### src/verilog/crs_pkg.sv
// Constants and types for the clock/reset sequencer.
// Assumes one 25 MHz oscillator clock; registers sit behind 32-bit APB.
package crs_pkg;

	// ----------------------------------------
	// Sequence timing, in oscillator cycles
	// ----------------------------------------
	localparam int unsigned CLK_MHZ   = 25;
	localparam int unsigned DRIVE_CYC = 516;
	localparam int unsigned WAIT_CYC  = 256;
	localparam int unsigned SEQ_CYC   = 768;
	localparam int unsigned CNT_W     = 10;

	// ----------------------------------------
	// Register map
	// ----------------------------------------
	localparam int unsigned ADDR_W     = 8;
	localparam logic [7:0]  IDX_TEST0  = 8'h3a;
	localparam logic [7:0]  IDX_TEST1  = 8'h3b;
	localparam logic [7:0]  ADDR_TEST0 = 8'(IDX_TEST0 * 4);
	localparam logic [7:0]  ADDR_TEST1 = 8'(IDX_TEST1 * 4);
	localparam logic [7:0]  ADDR_CTL   = 8'h00;
	localparam logic [7:0]  ADDR_FLG   = 8'h04;
	localparam logic [7:0]  ADDR_MASK  = 8'h08;
	localparam logic [7:0]  ADDR_VEC   = 8'h0c;

	localparam int unsigned CTL_OSC_ENABLE    = 0;
	localparam int unsigned FLG_FREQ_LOCK_STATUS   = 8;
	localparam int unsigned FLG_UPOSC    = 9;
	localparam int unsigned EVT_W        = 5;
	localparam logic [4:0]  EVT_RST      = 5'h02;
	localparam logic [4:0]  MASK_RST     = 5'h00;
	localparam logic [7:0]  TEST0_VAL    = 8'h00;
	// Arbitrary constant for the undefined test register
	localparam logic [7:0]  TEST1_VAL    = 8'h5a;
	localparam logic [31:0] ZERO32       = 32'h0000_0000;

	// Sticky event flags, one bit each, same layout as the mask
	typedef struct packed {
		logic osc_fail;
		logic wdog;
		logic illegal;
		logic por;
		logic lock_chg;
	} crs_evt_type;

	typedef enum logic [1:0] {
		VEC_POR,
		VEC_OSC,
		VEC_WDOG
	} crs_vec_type;

	typedef struct packed {
		logic              sel;
		logic              en;
		logic              wr;
		logic [ADDR_W-1:0] addr;
		logic [31:0]       wdata;
	} crs_apb_type;

endpackage : crs_pkg

### src/verilog/crs_sequencer.sv
// Reset sequencer, lock-change interrupt and oscillator enable.
// Assumes inputs synchronous to clk; reset pin is open drain outside.
//
// Function
// RQ1: First test register reads zero, ignores all writes.
// RQ2: Power-on, pin low, illegal access, watchdog, oscillator fail start a reset.
// RQ3: Enabled oscillator losing clock or running slow raises a monitor reset.
// RQ4: Reset pin is driven low 516 cycles, then released.
// RQ5: Entry needs no running clock; progress only on clock edges; code enters only on a clock edge (srst is synchronous).
// RQ6: 256 cycles after release, the pin level is sampled.
// RQ7: Pin high: oscillator fail vector, else watchdog, else power-on vector.
// RQ8: Internal reset holds 768 cycles, longer while pin held low; code holds 772 (516 drive + 256 wait).
// RQ9: Watchdog timeout enters reset.
// RQ10: Any lock status change requests the lock interrupt.
// RQ11: Lock request gated by its enable and the global mask.
// RQ12: Lock change flag set on change, cleared by writing one.
// RQ13: Oscillator off when enable is zero, Pierce mode when one.
// RQ14: Board keeps pin capacitance low so it rises within 256 cycles.
// RQ15: Stop entry or config writes clear lock status, no flag.
// RQ16: Power-on flag set at power-on, cleared only by writing one.
// RQ17: Pin synchronised before use; pendings cleared after vector choice.
// RQ18: Second test register takes no writes, reads a constant.
//
// The implementer's own choice: register access over APB.
`timescale 1ns/1ps
`default_nettype none

module crs_sequencer
	import crs_pkg::*;
(
	input  wire logic              clk,
	input  wire logic              srst,
	input  wire logic              psel,
	input  wire logic              penable,
	input  wire logic              pwrite,
	input  wire logic [ADDR_W-1:0] paddr,
	input  wire logic [31:0]       pwdata,
	output var  logic [31:0]       prdata,
	output var  logic              pready,
	output var  logic              pslverr,
	input  wire logic              por_det,
	input  wire logic              illegal_acc,
	input  wire logic              wdog_timeout,
	input  wire logic              osc_clk_lost,
	input  wire logic              osc_freq_low,
	input  wire logic              osc_started,
	input  wire logic              lock_det,
	input  wire logic              stop_entry,
	input  wire logic              loop_cfg_wr,
	input  wire logic              cpu_irq_mask,
	input  wire logic              rst_pin_in,
	output var  logic              rst_pin_out,
	output var  logic              rst_pin_oe,
	output var  logic              sys_rst,
	output var  logic [1:0]        vec_sel,
	output var  logic              vec_valid,
	output var  logic              osc_enable,
	output var  logic              irq
);

	typedef enum logic [1:0] {
		ST_IDLE,
		ST_DRIVE,
		ST_WAIT,
		ST_HOLD
	} crs_state_type;

	// ----------------------------------------
	// Bus slave
	// ----------------------------------------
	crs_apb_type req;
	logic [31:0] prdata_r;
	logic        pready_r;
	logic        pslverr_r;
	logic [31:0] rd_data;
	logic        hit;

	assign req = '{sel: psel, en: penable, wr: pwrite, addr: paddr, wdata: pwdata};

	wire acc_go  = req.sel && req.en && !pready_r;
	wire wr_done = req.sel && req.en && pready_r && req.wr && !pslverr_r;
	wire wr_ctl  = wr_done && (req.addr == ADDR_CTL);
	wire wr_flg  = wr_done && (req.addr == ADDR_FLG);
	wire wr_mask = wr_done && (req.addr == ADDR_MASK);

	// ----------------------------------------
	// Control, flags, lock tracking
	// ----------------------------------------
	crs_evt_type    flg_r;
	crs_evt_type    flg_nxt;
	crs_evt_type    evt;
	logic [4:0]     mask_r;
	logic           osc_en_r;
	logic           freq_lock_status_r;
	logic           irq_r;
	crs_state_type  state_r;
	crs_state_type  state_nxt;
	logic [CNT_W-1:0] cnt_r;
	logic [CNT_W-1:0] cnt_nxt;
	logic           pin_meta_r;
	logic           pin_sync_r;
	logic           wdog_pend_r;
	logic           osc_pend_r;
	logic           oe_r;
	logic           sysrst_r;
	crs_vec_type    vec_r;
	logic           vec_valid_r;

	wire osc_fail  = osc_en_r && osc_started && (osc_clk_lost || osc_freq_low); // RQ3
	wire lock_clr  = stop_entry || loop_cfg_wr || wr_ctl; // RQ15
	wire lock_chg  = !lock_clr && (lock_det != freq_lock_status_r); // RQ10
	wire pin_low   = !pin_sync_r;
	wire rst_evt   = por_det || illegal_acc || wdog_timeout || osc_fail; // RQ2 RQ9
	wire seq_start = (state_r == ST_IDLE) && (rst_evt || pin_low); // RQ2
	wire drive_end = (state_r == ST_DRIVE) && (cnt_r == CNT_W'(DRIVE_CYC - 1));
	wire wait_end  = (state_r == ST_WAIT) && (cnt_r == CNT_W'(WAIT_CYC - 1)); // RQ6

	assign evt = '{osc_fail: osc_fail, wdog: wdog_timeout, illegal: illegal_acc,
		por: por_det, lock_chg: lock_chg};

	// Set wins over a write-one clear in the same cycle
	assign flg_nxt = evt | (flg_r & ~(wr_flg ? pwdata[EVT_W-1:0] : 5'h00)); // RQ12 RQ16

	assign rd_data =
		(req.addr == ADDR_CTL)   ? {31'h0000_0000, osc_en_r} :
		(req.addr == ADDR_FLG)   ? {22'h00_0000, osc_started, freq_lock_status_r, 3'h0, flg_r} :
		(req.addr == ADDR_MASK)  ? {27'h000_0000, mask_r} :
		(req.addr == ADDR_VEC)   ? {30'h0000_0000, vec_r} :
		(req.addr == ADDR_TEST0) ? {24'h00_0000, TEST0_VAL} : // RQ1
		(req.addr == ADDR_TEST1) ? {24'h00_0000, TEST1_VAL} : // RQ18
		ZERO32;
	assign hit = (req.addr == ADDR_CTL) || (req.addr == ADDR_FLG) ||
		(req.addr == ADDR_MASK) || (req.addr == ADDR_VEC) ||
		(req.addr == ADDR_TEST0) || (req.addr == ADDR_TEST1);

	// One wait state; test registers have no write path at all
	always_ff @(posedge clk) begin
		if (srst) begin
			pready_r  <= 1'b0;
			pslverr_r <= 1'b0;
			prdata_r  <= ZERO32;
		end else begin
			pready_r  <= acc_go;
			pslverr_r <= acc_go && !hit;
			if (acc_go && !req.wr) begin
				prdata_r <= rd_data; // RQ1 RQ18
			end
		end
	end

	always_ff @(posedge clk) begin
		if (srst) begin
			flg_r    <= EVT_RST; // RQ16
			mask_r   <= MASK_RST;
			osc_en_r <= 1'b0;
			freq_lock_status_r <= 1'b0;
			irq_r    <= 1'b0;
		end else begin
			flg_r    <= flg_nxt;
			if (wr_mask) begin
				mask_r <= pwdata[EVT_W-1:0];
			end
			if (wr_ctl) begin
				osc_en_r <= pwdata[CTL_OSC_ENABLE]; // RQ13
			end
			freq_lock_status_r <= lock_clr ? 1'b0 : lock_det; // RQ15
			irq_r    <= (|(flg_r & mask_r)) && !cpu_irq_mask; // RQ11
		end
	end

	// ----------------------------------------
	// Reset sequencer
	// ----------------------------------------
	// Pin synchroniser; only the second stage is looked at
	always_ff @(posedge clk) begin
		if (srst) begin
			pin_meta_r <= 1'b1;
			pin_sync_r <= 1'b1;
		end else begin
			pin_meta_r <= rst_pin_in; // RQ17
			pin_sync_r <= pin_meta_r;
		end
	end

	always_comb begin
		state_nxt = state_r;
		cnt_nxt   = cnt_r + CNT_W'(1);
		case (state_r)
			ST_IDLE: begin
				cnt_nxt = '0;
				if (seq_start) begin
					state_nxt = ST_DRIVE;
				end
			end
			ST_DRIVE: begin
				if (drive_end) begin // RQ4
					state_nxt = ST_WAIT;
					cnt_nxt   = '0;
				end
			end
			ST_WAIT: begin
				if (wait_end) begin
					state_nxt = pin_low ? ST_HOLD : ST_IDLE; // RQ8
					cnt_nxt   = '0;
				end
			end
			ST_HOLD: begin
				cnt_nxt = '0;
				if (!pin_low) begin
					state_nxt = ST_IDLE; // RQ8
				end
			end
			default: begin
				state_nxt = ST_IDLE;
				cnt_nxt   = '0;
			end
		endcase
	end

	// Sync reset only: a stopped clock freezes the sequence where it is
	always_ff @(posedge clk) begin
		if (srst) begin
			state_r     <= ST_DRIVE; // RQ5
			cnt_r       <= '0;
			oe_r        <= 1'b1;
			sysrst_r    <= 1'b1;
			vec_r       <= VEC_POR;
			vec_valid_r <= 1'b0;
			wdog_pend_r <= 1'b0;
			osc_pend_r  <= 1'b0;
		end else begin
			state_r     <= state_nxt; // RQ5
			cnt_r       <= cnt_nxt;
			oe_r        <= (state_nxt == ST_DRIVE); // RQ4
			sysrst_r    <= (state_nxt != ST_IDLE); // RQ8
			vec_valid_r <= wait_end;
			if (wait_end) begin
				if (!pin_low && osc_pend_r) begin // RQ7
					vec_r <= VEC_OSC;
				end else if (!pin_low && wdog_pend_r) begin
					vec_r <= VEC_WDOG;
				end else begin
					vec_r <= VEC_POR;
				end
			end
			// Cleared after the choice unless a new event lands now
			wdog_pend_r <= wdog_timeout || (wdog_pend_r && !wait_end); // RQ17 RQ9
			osc_pend_r  <= osc_fail || (osc_pend_r && !wait_end); // RQ17 RQ3
		end
	end

	assign prdata      = prdata_r;
	assign pready      = pready_r;
	assign pslverr     = pslverr_r;
	assign rst_pin_out = 1'b0;
	assign rst_pin_oe  = oe_r;
	assign sys_rst     = sysrst_r;
	assign vec_sel     = vec_r;
	assign vec_valid   = vec_valid_r;
	assign osc_enable  = osc_en_r;
	assign irq         = irq_r;

	// ----------------------------------------
	// Checks
	// ----------------------------------------
	logic [CNT_W-1:0] low_len_r;
	logic [CNT_W-1:0] rel_len_r;
	always_ff @(posedge clk) begin
		if (srst) begin
			low_len_r <= '0;
			rel_len_r <= '0;
		end else begin
			low_len_r <= oe_r ? low_len_r + CNT_W'(1) : '0;
			rel_len_r <= oe_r ? '0 : rel_len_r + CNT_W'(1);
		end
	end

	test0_zero_a: assert property (@(posedge clk) disable iff (srst) // RQ1
		pready && !pwrite && paddr == ADDR_TEST0 |-> prdata == ZERO32)
		else $error("test register 0 not zero");
	start_evt_a: assert property (@(posedge clk) disable iff (srst) // RQ2
		state_r == ST_IDLE && (wdog_timeout || illegal_acc) |=> rst_pin_oe ##1 sys_rst)
		else $error("reset event did not start sequence");
	osc_fail_a: assert property (@(posedge clk) disable iff (srst) // RQ3
		osc_fail && state_r == ST_IDLE |=> rst_pin_oe && osc_pend_r)
		else $error("oscillator failure ignored");
	low_len_a: assert property (@(posedge clk) disable iff (srst) // RQ4
		$fell(rst_pin_oe) |-> $past(low_len_r) == CNT_W'(DRIVE_CYC - 1))
		else $error("pin low drive length wrong");
	sample_time_a: assert property (@(posedge clk) disable iff (srst) // RQ6
		vec_valid |-> rel_len_r == CNT_W'(WAIT_CYC) && $past(sys_rst))
		else $error("pin sampled at wrong time");
	vec_osc_a: assert property (@(posedge clk) disable iff (srst) // RQ7
		wait_end && pin_sync_r && osc_pend_r && !osc_fail |=> vec_sel == VEC_OSC && !osc_pend_r)
		else $error("oscillator vector not chosen");
	hold_rst_a: assert property (@(posedge clk) disable iff (srst) // RQ8
		state_r == ST_HOLD && pin_low |=> sys_rst && state_r == ST_HOLD)
		else $error("internal reset dropped while pin low");
	lock_flag_a: assert property (@(posedge clk) disable iff (srst) // RQ12
		lock_chg |=> flg_r.lock_chg ##1 flg_r.lock_chg || $past(wr_flg && pwdata[0]))
		else $error("lock change flag not set");
	lock_clr_a: assert property (@(posedge clk) disable iff (srst) // RQ15
		lock_clr && !flg_r.lock_chg && !wr_flg |=> !freq_lock_status_r && !flg_r.lock_chg)
		else $error("lock clear set the flag");
	irq_gate_a: assert property (@(posedge clk) disable iff (srst) // RQ11
		cpu_irq_mask || mask_r == 5'h00 |=> !irq)
		else $error("masked interrupt raised");

endmodule : crs_sequencer

`default_nettype wire

### config.mk
export PLATFORM = sky130hd
export DESIGN_NAME = crs_sequencer
export DESIGN_NICKNAME = d
export VERILOG_FILES = /design/src/verilog/crs_pkg.sv /design/src/verilog/crs_sequencer.sv
export SDC_FILE = /design/constraint.sdc
export NUM_CORES = 1
export LEC_CHECK = 0
export BUFFER_PORTS_ARGS = -buffer_cell sky130_fd_sc_hd__buf_2
export CORE_UTILIZATION = 40
export DETAILED_ROUTE_END_ITERATION = 16
export PLACE_DENSITY = 0.7
export SLEW_MARGIN = 10
export SYNTH_ARGS = -nofsm -noshare
export SYNTH_HDL_FRONTEND = slang
export SYNTH_SLANG_ARGS = --single-unit
### constraint.sdc
create_clock -name clk -period 1.9 [get_ports clk]
set_input_delay 0.095 -clock clk [delete_from_list [all_inputs] [get_ports clk]]
set_output_delay 0.095 -clock clk [all_outputs]
set_load 0.005 [all_outputs]
==> Word level (Yosys, flattened, before mapping) <==
Index checks and enable logic that the tools add are counted.
{ "totals": {"in_bits": 56, "register_bits": 68, "wordCells": 106} }
{ "classes": {"n_addsub": 1, "n_bitwise": 4, "n_reduce_logical": 49, "n_eq_ne": 12, "muxes": 18} }
{ "op_table": {"columns": ["operator", "count"], "rows": [
  ["two-way mux 10 bit", 4],
  ["case mux 10 bit (3 select lines)", 1],
  ["two-way mux 7 bit", 4],
  ["logical AND 1 bit", 21],
  ["== test 8 x 4 -> 1 bit, second input constant", 2],
  ["== test 8 bit, second input constant", 2],
  ["logical OR 1 bit", 14],
  ["two-way mux 2 bit", 7],
  ["adder 10 x 1 -> 10 bit, second input constant", 1],
  ["AND 5 bit", 2],
  ["== test 10 bit, second input constant", 1],
  ["== test 10 x 8 -> 1 bit, second input constant", 1],
  ["== test 8 x 3 -> 1 bit, second input constant", 1],
  ["logical NOT 1 bit", 8],
  ["logical NOT 8 bit", 1],
  ["case mux 2 bit (4 select lines)", 1],
  ["two-way mux 5 bit", 1],
  ["NOT 5 bit", 1],
  ["OR 5 bit", 1],
  ["OR reduction 5 bit", 1],
  ["== test 2 x 1 -> 1 bit, second input constant", 2],
  ["== test 2 bit, second input constant", 2],
  ["OR reduction 2 bit", 2],
  ["logical NOT 2 bit", 1],
  ["2 further kinds", 2]
]} }

==> Logic depth before layout (Yosys ltp) <==
Gate-level depths: netlist of run 1.
{ "depth": {"ltp_word": 9, "ltp_mapped": 6, "depth_no_buf": 5} }

==> Worst setup path after synthesis of run 1 <==
OpenSTA, ideal clock, no wires.
{ "synth_timing": {"kind": "reg2reg", "start": "register cnt_r[0]", "end": "register cnt_r[2]", "stages_incl_launch_ff": 7, "setup_time_ps": 65, "synth_period_minus_slack_ps": 1477, "t_arrival_ps": 1412, "slack_ps": 423, "path_cell_list": "dfxtp_1 -> ha_1 -> and4_1 -> buf_2 -> a311oi_2 -> o21bai_2 -> nor2_1"} }
{ "synth_between": {"elab_chain_len": 4, "word_cells_on_any_way": 8, "classes_between": "add/sub: 1; eq/ne: 2; mux: 3; reduce/logical: 2"} }
{ "synth_lines": {"columns": ["element", "line", "rtl"], "rows": [
  ["start: declaration", "crs_sequencer.sv:98", "logic [CNT_W-1:0] cnt_r;"],
  ["start signal: assignment", "crs_sequencer.sv:233", "cnt_r <= cnt_nxt;"],
  ["branches (longest 3 deep; another with adder 10 x 1 -> 10 bit)", null, null],
  ["case mux 10 bit (3 select lines) *", "crs_sequencer.sv:188", "case (state_r)"]
]} }
Every way passes the cells marked *.
A chain may end at the register's enable or synchronous reset.

==> Worst setup path in the final report of run 1 <==
{ "layout_timing": {"start": "register cnt_r[0]", "end": "register vec_r[0] (netlist: vec_sel[0])"} }
{ "layout_between": {"elab_chain_len": 2} }
{ "layout_lines": {"columns": ["element", "line", "rtl"], "rows": [
  ["== test 10 x 8 -> 1 bit", "crs_sequencer.sv:116", "wire wait_end = (state_r == ST_WAIT) && (cnt_r == CNT_W'(WAIT_CYC - 1));"],
  ["logical AND 1 bit", "crs_sequencer.sv:116", null],
  ["end signal: assignment", "crs_sequencer.sv:227", "vec_r <= VEC_POR;"],
  ["end signal: assignment", "crs_sequencer.sv:239", "vec_r <= VEC_OSC;"],
  ["end signal: assignment", "crs_sequencer.sv:241", "vec_r <= VEC_WDOG;"],
  ["end: declaration", "crs_sequencer.sv:106", "crs_vec_type vec_r;"]
]} }
Every way passes these cells.

==> metrics.md, run 1 <==
| Metric | Value |
|---|---|
| Flip-flop and latch area | `881 um2` |
| GP Congestion | `0.810` |
| Total power divided by cell area | `681 nW/um2` |
| Unrepaired setup endpoints after global routing | `false` |
| Count of cell types in the netlist | `55` |
| Reg-to-reg setup timing slack | `0.24 ns` |
| Final Skew | `0.00677 ns` |
| Vertical die dimension | `75.8 um` |
| Cts bufs inserted | `5` |
| Relative slew margins | `57.3%` |
| Proportion of total power due to net switching | `24.2%` |
| Final setup fails | `0` |
| Critical path endpoint category | `register` |
| Synthesized instance count | `246` |
| Fin. max-slew vios | `0` |
| Number of DRC markers after the initial detailed-route iteration | `126` |
| Routed wire length | `4660 um` |
| Setup TNS | `0 ns` |
| Mux cell area share after synthesis | `2.42%` |
| GRT Resource Usage Total | `17.4%` |
| Fraction of the mapped netlist area in compound gates | `14.1%` |
| Worst supply voltage drop on vdd | `325 uV` |
| Number of warnings issued by yosys | `0` |
| Slew of the pin with the lowest slew margin | `0.641 ns` |
| Worst slack on hold paths | `0.0106 ns` |
| Highest attainable clock frequency | `0.601 GHz` |
| Maximum buffer depth of the clock tree | `2` |
| Total via count after detailed routing | `1824` |
| Startpoint of the most critical setup path | `cnt_r[0]$_SDFF_PP0_` |
| Type of the most critical hold path | `input port to register` |
| GRT overflow | `0` |
| Largest net degree at the start of global routing | `37` |
| Global-route wire length before repair | `7400 um` |
| Number of nets in the final layout | `350` |
| Number of cells traversed by the worst register-to-register path | `5` |
| Post-synthesis share of cell area spent on and, or, nand and nor gates | `27.3%` |
| Insertion delay of the later-clocked pin in the worst-skew pair | `0.30 ns` |
| Proportion of power drawn by combinational gates | `8.0%` |
| Required time worst endpoint | `2.13 ns` |
| Area share of the leading cell type in the synthesized netlist | `40.5%` |
| Reg-to-reg startpoint | `cnt_r[0]$_SDFF_PP0_` |
| Count of input and output buffers | `45` |
| Combined area of the multi-input logic cells | `1140 um2` |
| Maximum fanout count along the critical path | `6` |
| Worst Hold Path EP | `flg_r[1]$_SDFF_PP1_` |
| Count of antenna-violating nets left after detailed routing | `0` |
| First-pass detailed-route iteration total | `4` |
| Via-per-instance ratio | `5.01` |
| Number of rows created at floorplan | `26` |
| Minimum clock period | `1.66 ns` |
| CTS tree | `built` |
| Initial antenna violation count | `0` |
| Core Area | `5170 um2` |
| Static leakage | `0.00103 uW` |
| Portion of the post-synthesis area used by sequential elements | `40.5%` |
| Number of synthesized flops with an enable pin | `0` |
| Mapped Avg Cell Area | `8.84 um2` |
| Number of global-route vias before repair | `1599` |
| Clock share of power | `36.1%` |
| TritonCTS Sinks | `44` |
| Asr flop ratio synth | `0%` |
| Netlist Area Pre-Place | `2180 um2` |
| Postcts setup bufs | `0` |
| Number of cells on the worst hold path | `2` |
| Die Outline Area | `5740 um2` |
| CTS clk-pin slew, worst paths | `0.08 ns` |
| CP Launch Type | `register` |
| XOR/XNOR Fraction of Synth Area | `3.22%` |
| Effective utilization at floorplan | `42.1%` |
| R2r endpoint | `vec_sel[0]$_SDFFE_PP0P_` |
| P&R area growth vs syn | `15.1%` |
| Count of state elements after synthesis | `44` |
| Filler Cell Count | `513` |
| Maximum level of the CTS H-tree | `2` |
| Number of maximum-capacitance violations | `0` |
| Routed wire per std cell | `12.8 um` |
| Cell type with the highest aggregate area in the netlist | `sky130_fd_sc_hd__dfxtp_1` |
| Combinational family with the most area after synthesis | `simple AND/OR/NAND/NOR gates` |
| Ports placed on the boundary | `98` |
| Internal Dissipation | `1290 uW` |
| Root buffer cell | `sky130_fd_sc_hd__clkbuf_8` |
| Layout cells sized above 1 | `23.5%` |
| Share of synthesized cell area in full adder, half adder and majority cells | `0.575%` |
| Residual DRC | `0` |
| Most common flop cell mapped by yosys | `sky130_fd_sc_hd__dfxtp_1` |
| Data arrival time of the critical path | `1.89 ns` |
| Number of diodes added for antenna fixing | `0` |
| Commonest non-fill, non-tap cells in the layout | `sky130_fd_sc_hd__buf_2, sky130_fd_sc_hd__dfxtp_1, sky130_fd_sc_hd__conb_1` |
| Net switching component of the power | `412 uW` |
| Die width | `75.8 um` |
| Main area contributors after synthesis | `sky130_fd_sc_hd__dfxtp_1, sky130_fd_sc_hd__buf_4, sky130_fd_sc_hd__nand3_1, sky130_fd_sc_hd__a21oi_1, sky130_fd_sc_hd__nor2_1` |
| Hold wc startpoint | `por_det` |
| Hold violation count in the final report | `0` |
| Result of the run | `finished clean` |
| Fraction of the cycle the final worst path needs | `87.5%` |
| Type of the worst setup path | `register to register` |
| DP Wirelength | `3420 um` |
| Most frequent standard cell in the layout excluding fill and tap cells | `sky130_fd_sc_hd__buf_2` |
| Power share of the sequential group | `55.9%` |
==> cells in the mapped netlist (2+ instances only) <==
cell type,n
sky130_fd_sc_hd__a31oi_1,4
sky130_fd_sc_hd__o211ai_1,3
sky130_fd_sc_hd__clkbuf_1,4
sky130_fd_sc_hd__and3_1,5
sky130_fd_sc_hd__nor2_1,19
sky130_fd_sc_hd__nand4_1,4
sky130_fd_sc_hd__nor2b_1,6
sky130_fd_sc_hd__a21oi_1,15
sky130_fd_sc_hd__a211oi_1,3
sky130_fd_sc_hd__o21ai_0,6
sky130_fd_sc_hd__and4_1,3
sky130_fd_sc_hd__nand2_1,16
sky130_fd_sc_hd__nor3_2,3
sky130_fd_sc_hd__nand2b_1,4
sky130_fd_sc_hd__and2_1,2
sky130_fd_sc_hd__xor2_1,7
sky130_fd_sc_hd__dfxtp_1,44
sky130_fd_sc_hd__a311oi_1,3
sky130_fd_sc_hd__nor3_1,6
sky130_fd_sc_hd__or3_1,3
sky130_fd_sc_hd__buf_4,26
sky130_fd_sc_hd__nand3_1,16
sky130_fd_sc_hd__mux2i_1,3
sky130_fd_sc_hd__or2_2,2
sky130_fd_sc_hd__buf_2,4
sky130_fd_sc_hd__inv_1,6
==> sequential cells by signal, summed over array words and instances, names as in the netlist, 2 cells and up <==
signal   cells
cnt_r       10
prdata       8
flg_r        5
mask_r       5
state_r      2
vec_sel      2
==> critical path: stages, from the launching register on <==
cell                      delay (ns)
sky130_fd_sc_hd__dfxtp_1        0.37
sky130_fd_sc_hd__ha_1           0.23
sky130_fd_sc_hd__and4_1         0.37
sky130_fd_sc_hd__nand4_2        0.23
sky130_fd_sc_hd__or2_0          0.27
sky130_fd_sc_hd__a21oi_1        0.13
==> layer usage <==
| layer | up-vias | share of wire [%] | global-route usage [%] |
|---|---|---|---|
| li1 | 920 | - | - |
| met5 | - | 0 | 0 |
| met3 | 9 | 6.6 | 4.76 |
| met2 | 66 | 44 | 25.9 |
| met4 | 0 | 1.8 | 6.17 |
| met1 | 829 | 47 | 24.2 |
==> timing repair <==
action	4_1_cts	5_1_grt
hold buffers	5	0
setup endpoints to repair	0	7
hold endpoints to repair	5	0
gates resized for setup	0	1
==> stage by stage <==
stage / setup slack [ns] / util, % / cells / area [um2] / power, uW
2_1_floorplan: 0.423 / - / 270 / 2270 / 1080
3_3_place_gp: 0.179 / 45.5 / 351 / 2350 / 1100
3_5_place_dp: 0.179 / 45.5 / 351 / 2350 / 1100
4_1_cts: 0.152 / 48.3 / 364 / 2500 / 1720
5_1_grt: 0.0890 / 48.4 / 364 / 2500 / 1770
6_report: 0.237 / 48.4 / 364 / 2500 / 1710
==> worst max-delay path by stage <==
stage	to	slack, ns	cells past startpoint
finish	vec_sel[0]$_SDFFE_PP0P_	0.24	5
global route	state_r[1]$_SDFF_PP0_	0.09	5
CTS	cnt_r[4]$_SDFF_PP0_	0.15	5
detailed placement	cnt_r[2]$_SDFF_PP0_	0.18	5
global placement	cnt_r[3]$_SDFF_PP0_	0.18	5
floorplan	cnt_r[2]$_SDFF_PP0_	0.42	6
==> power by group through the flow <==
| stage | Combinational (uW) | Clock [uW] | Sequential [uW] |
|---|---|---|---|
| after detailed placement | 128 | 0 | 976 |
| after CTS | 136 | 625 | 954 |
| after global placement | 126 | 0 | 975 |
| final | 137 | 615 | 954 |
| after global routing | 158 | 658 | 957 |
| after floorplan | 112 | 0 | 972 |
==> cell families (layout without fill, tap and decap cells) <==
family / Yosys count / after routing
AOI/OAI and AO/OA: 45 / 45
xor gates and xnor gates: 8 / 8
adders and majority gates: 1 / 1
buffers and inverters: 41 / 65
DFF: 44 / 44
muxes: 4 / 4
other: 1 / 25
and+or+nand+nor: 102 / 102
==> cell type report <==
cell class / instances / area share [%]
repair buffers: 51 / 11.3
inverters: 6 / 0.900
clock buffers: 7 / 3.45
multi-input cells: 185 / 45.4
clock inverters: 1 / 0.300
well taps: 70 / 3.50
flip-flops and latches: 44 / 35.2
(Power assumes the default switching activity.)
==> run 2: changes to the inputs <==
CELL_PAD_IN_SITES_DETAIL_PLACEMENT = 2   (was unset)
CELL_PAD_IN_SITES_GLOBAL_PLACEMENT = 2   (was unset)
CORE_UTILIZATION = 28   (was 40)
PLACE_DENSITY = unset   (was 0.7)
PLACE_DENSITY_LB_ADDON = 0.1   (was unset)
clock period = 2.2 ns   (was 1.9 ns; I/O delays follow)
==> metrics.md, run 2 (same netlist as run 1, synthesis figures left out) <==
| Metric | Value |
|---|---|
| Effective utilization at floorplan | `29.5% (-13 points)` |
| Vertical die dimension | `90.2 um (+19%)` |
| Relative slew margins | `55.5% (-1.8 points)` |
| GRT overflow | `0 (unchanged)` |
| CTS clk-pin slew, worst paths | `0.09 ns (about the same)` |
| Maximum fanout count along the critical path | `9 (+3)` |
| Highest attainable clock frequency | `0.544 GHz (-9.6%)` |
| Type of the most critical hold path | `input port to register` |
| Insertion delay of the later-clocked pin in the worst-skew pair | `0.30 ns (about the same)` |
| Static leakage | `0.00103 uW (-0.26%)` |
| Residual DRC | `0 (unchanged)` |
| Number of DRC markers after the initial detailed-route iteration | `57 (-55%)` |
| Layout cells sized above 1 | `23.7% (+0.24 points)` |
| Type of the worst setup path | `register to register` |
| P&R area growth vs syn | `15.6%` |
| Via-per-instance ratio | `4.86 (-2.9%)` |
| Total power divided by cell area | `622 nW/um2 (-8.7%)` |
| Number of global-route vias before repair | `1945 (+22%)` |
| Power share of the sequential group | `52.7% (-3.2 points)` |
| Minimum clock period | `1.84 ns (+0.176 ns)` |
| Number of diodes added for antenna fixing | `0 (unchanged)` |
| Initial antenna violation count | `0 (unchanged)` |
| GP Congestion | `0.720 (-11%)` |
| Number of maximum-capacitance violations | `0 (unchanged)` |
| Final setup fails | `0 (unchanged)` |
| Setup TNS | `0 ns (unchanged)` |
| Final core occ | `34.1% (-14 points)` |
| Clock share of power | `39.7% (+3.6 points)` |
| Power consumption | `1570 uW (-8.2%)` |
| Commonest non-fill, non-tap cells in the layout | `sky130_fd_sc_hd__buf_2, sky130_fd_sc_hd__dfxtp_1, sky130_fd_sc_hd__conb_1` |
| Routed wire per std cell | `16.0 um (+25%)` |
| Fin. max-slew vios | `0 (unchanged)` |
| Fraction of the cycle the final worst path needs | `83.6% (-3.9 points)` |
| Most frequent standard cell in the layout excluding fill and tap cells | `sky130_fd_sc_hd__buf_2` |
| Total via count after detailed routing | `1897 (+4.0%)` |
| Result of the run | `finished clean` |
| Slew of the pin with the lowest slew margin | `0.668 ns (+0.0275 ns)` |
| Global-route wire length before repair | `10200 um (+39%)` |
| Worst supply voltage drop on vdd | `227 uV (-30%)` |
| Required time worst endpoint | `2.37 ns (+0.24 ns)` |
| TritonCTS Sinks | `44 (unchanged)` |
| GRT Resource Usage Total | `16.1% (-1.3 points)` |
| Root buffer cell | `sky130_fd_sc_hd__clkbuf_8` |
| Maximum level of the CTS H-tree | `2 (unchanged)` |
| Internal Dissipation | `1200 uW (-7.6%)` |
| Cts bufs inserted | `5 (unchanged)` |
| Proportion of power drawn by combinational gates | `7.7% (-0.3 points)` |
| Number of nets in the final layout | `347 (-0.86%)` |
| Die width | `90.2 um (+19%)` |
| CTS tree | `built` |
| Largest net degree at the start of global routing | `37 (unchanged)` |
| Hold violation count in the final report | `0 (unchanged)` |
| DP Wirelength | `4650 um (+36%)` |
| CP Launch Type | `register` |
| Proportion of total power due to net switching | `23.7% (-0.49 points)` |
| Count of antenna-violating nets left after detailed routing | `0 (unchanged)` |
| Net switching component of the power | `371 uW (-10%)` |
| Critical path endpoint category | `register` |
| Maximum buffer depth of the clock tree | `2 (unchanged)` |
| First-pass detailed-route iteration total | `4 (unchanged)` |
| Routed wire length | `6230 um (+34%)` |
| Final Skew | `0.0100 ns (+0.00326 ns)` |
| Data arrival time of the critical path | `2.01 ns (+0.12 ns)` |
| Number of rows created at floorplan | `31 (+19%)` |
| Number of flip-flops under the largest register name | `10 (unchanged)` |
| Count of input and output buffers | `45 (unchanged)` |
| Die Outline Area | `8130 um2 (+42%)` |
| Core Area | `7370 um2 (+42%)` |
| Ports placed on the boundary | `98 (unchanged)` |
| Unrepaired setup endpoints after global routing | `false` |
| Postcts setup bufs | `0 (unchanged)` |
| Register name with the most flops | `cnt_r` |
run 2: layout make-up:
cell class              count  area (um2)
clock buffers               6        72.6
clock inverters             2        35.0
fillers                   898        4850
inverters                   6        22.5
multi-input cells         185        1130
flip-flops and latches     44         881
well taps                  99         124
repair buffers             48         253
run 2: final timing paths:
kind | start | endpoint | slack [ns] | cells after the start
setup / recovery | cnt_r[0]$_SDFF_PP0_ | cnt_r[2]$_SDFF_PP0_ | 0.36 | 5
hold / removal | pwdata[4] | flg_r[4]$_SDFF_PP0_ | 0.009 | 2
setup reg to reg | cnt_r[0]$_SDFF_PP0_ | cnt_r[2]$_SDFF_PP0_ | 0.36 | 5
hold reg to reg | pin_meta_r$_SDFF_PP1_ | pin_sync_r$_SDFF_PP1_ | 0.42 | 1
run 2: critical path, cell delays in order, from the launching register on:
cell and delay [ns]:
sky130_fd_sc_hd__dfxtp_1 0.38, sky130_fd_sc_hd__ha_1 0.26, sky130_fd_sc_hd__and4_1 0.39, sky130_fd_sc_hd__a311oi_2 0.20
sky130_fd_sc_hd__o21bai_2 0.39, sky130_fd_sc_hd__nor2_1 0.10
run 2: repair_timing:
item,in CTS,in global routing
endpoints found under the setup margin,0,0
hold buffers,2,0
resized for setup,0,0
hold endpoints to repair,2,0
run 2: through the flow:
| stage | cells | hold WS [ns] | worst slack (ns) | area, um2 |
|---|---|---|---|---|
| after floorplan | 270 | 0.188 | 0.723 | 2270 |
| after global placement | 380 | 0.279 | 0.399 | 2390 |
| after detailed placement | 380 | 0.279 | 0.339 | 2390 |
| after CTS | 390 | 0.00241 | 0.301 | 2520 |
| after global routing | 390 | 0.000636 | 0.205 | 2520 |
| final | 390 | 0.00894 | 0.361 | 2520 |
run 2: layer usage:
layer	share of wire [%]	vias up	track usage (%)
met5	0	-	0
met4	1.0	0	4.44
met3	5.2	5	3.98
met2	45	55	25.3
met1	49	921	21.9
li1	-	916	-
run 2: power by group through the flow:
stage / Sequential, uW / Clock, uW / Combinational [uW]
2_1_floorplan: 839 / 0 / 97.0
3_3_place_gp: 843 / 0 / 115
3_5_place_dp: 844 / 0 / 118
4_1_cts: 826 / 653 / 122
5_1_grt: 828 / 681 / 138
6_report: 825 / 622 / 120
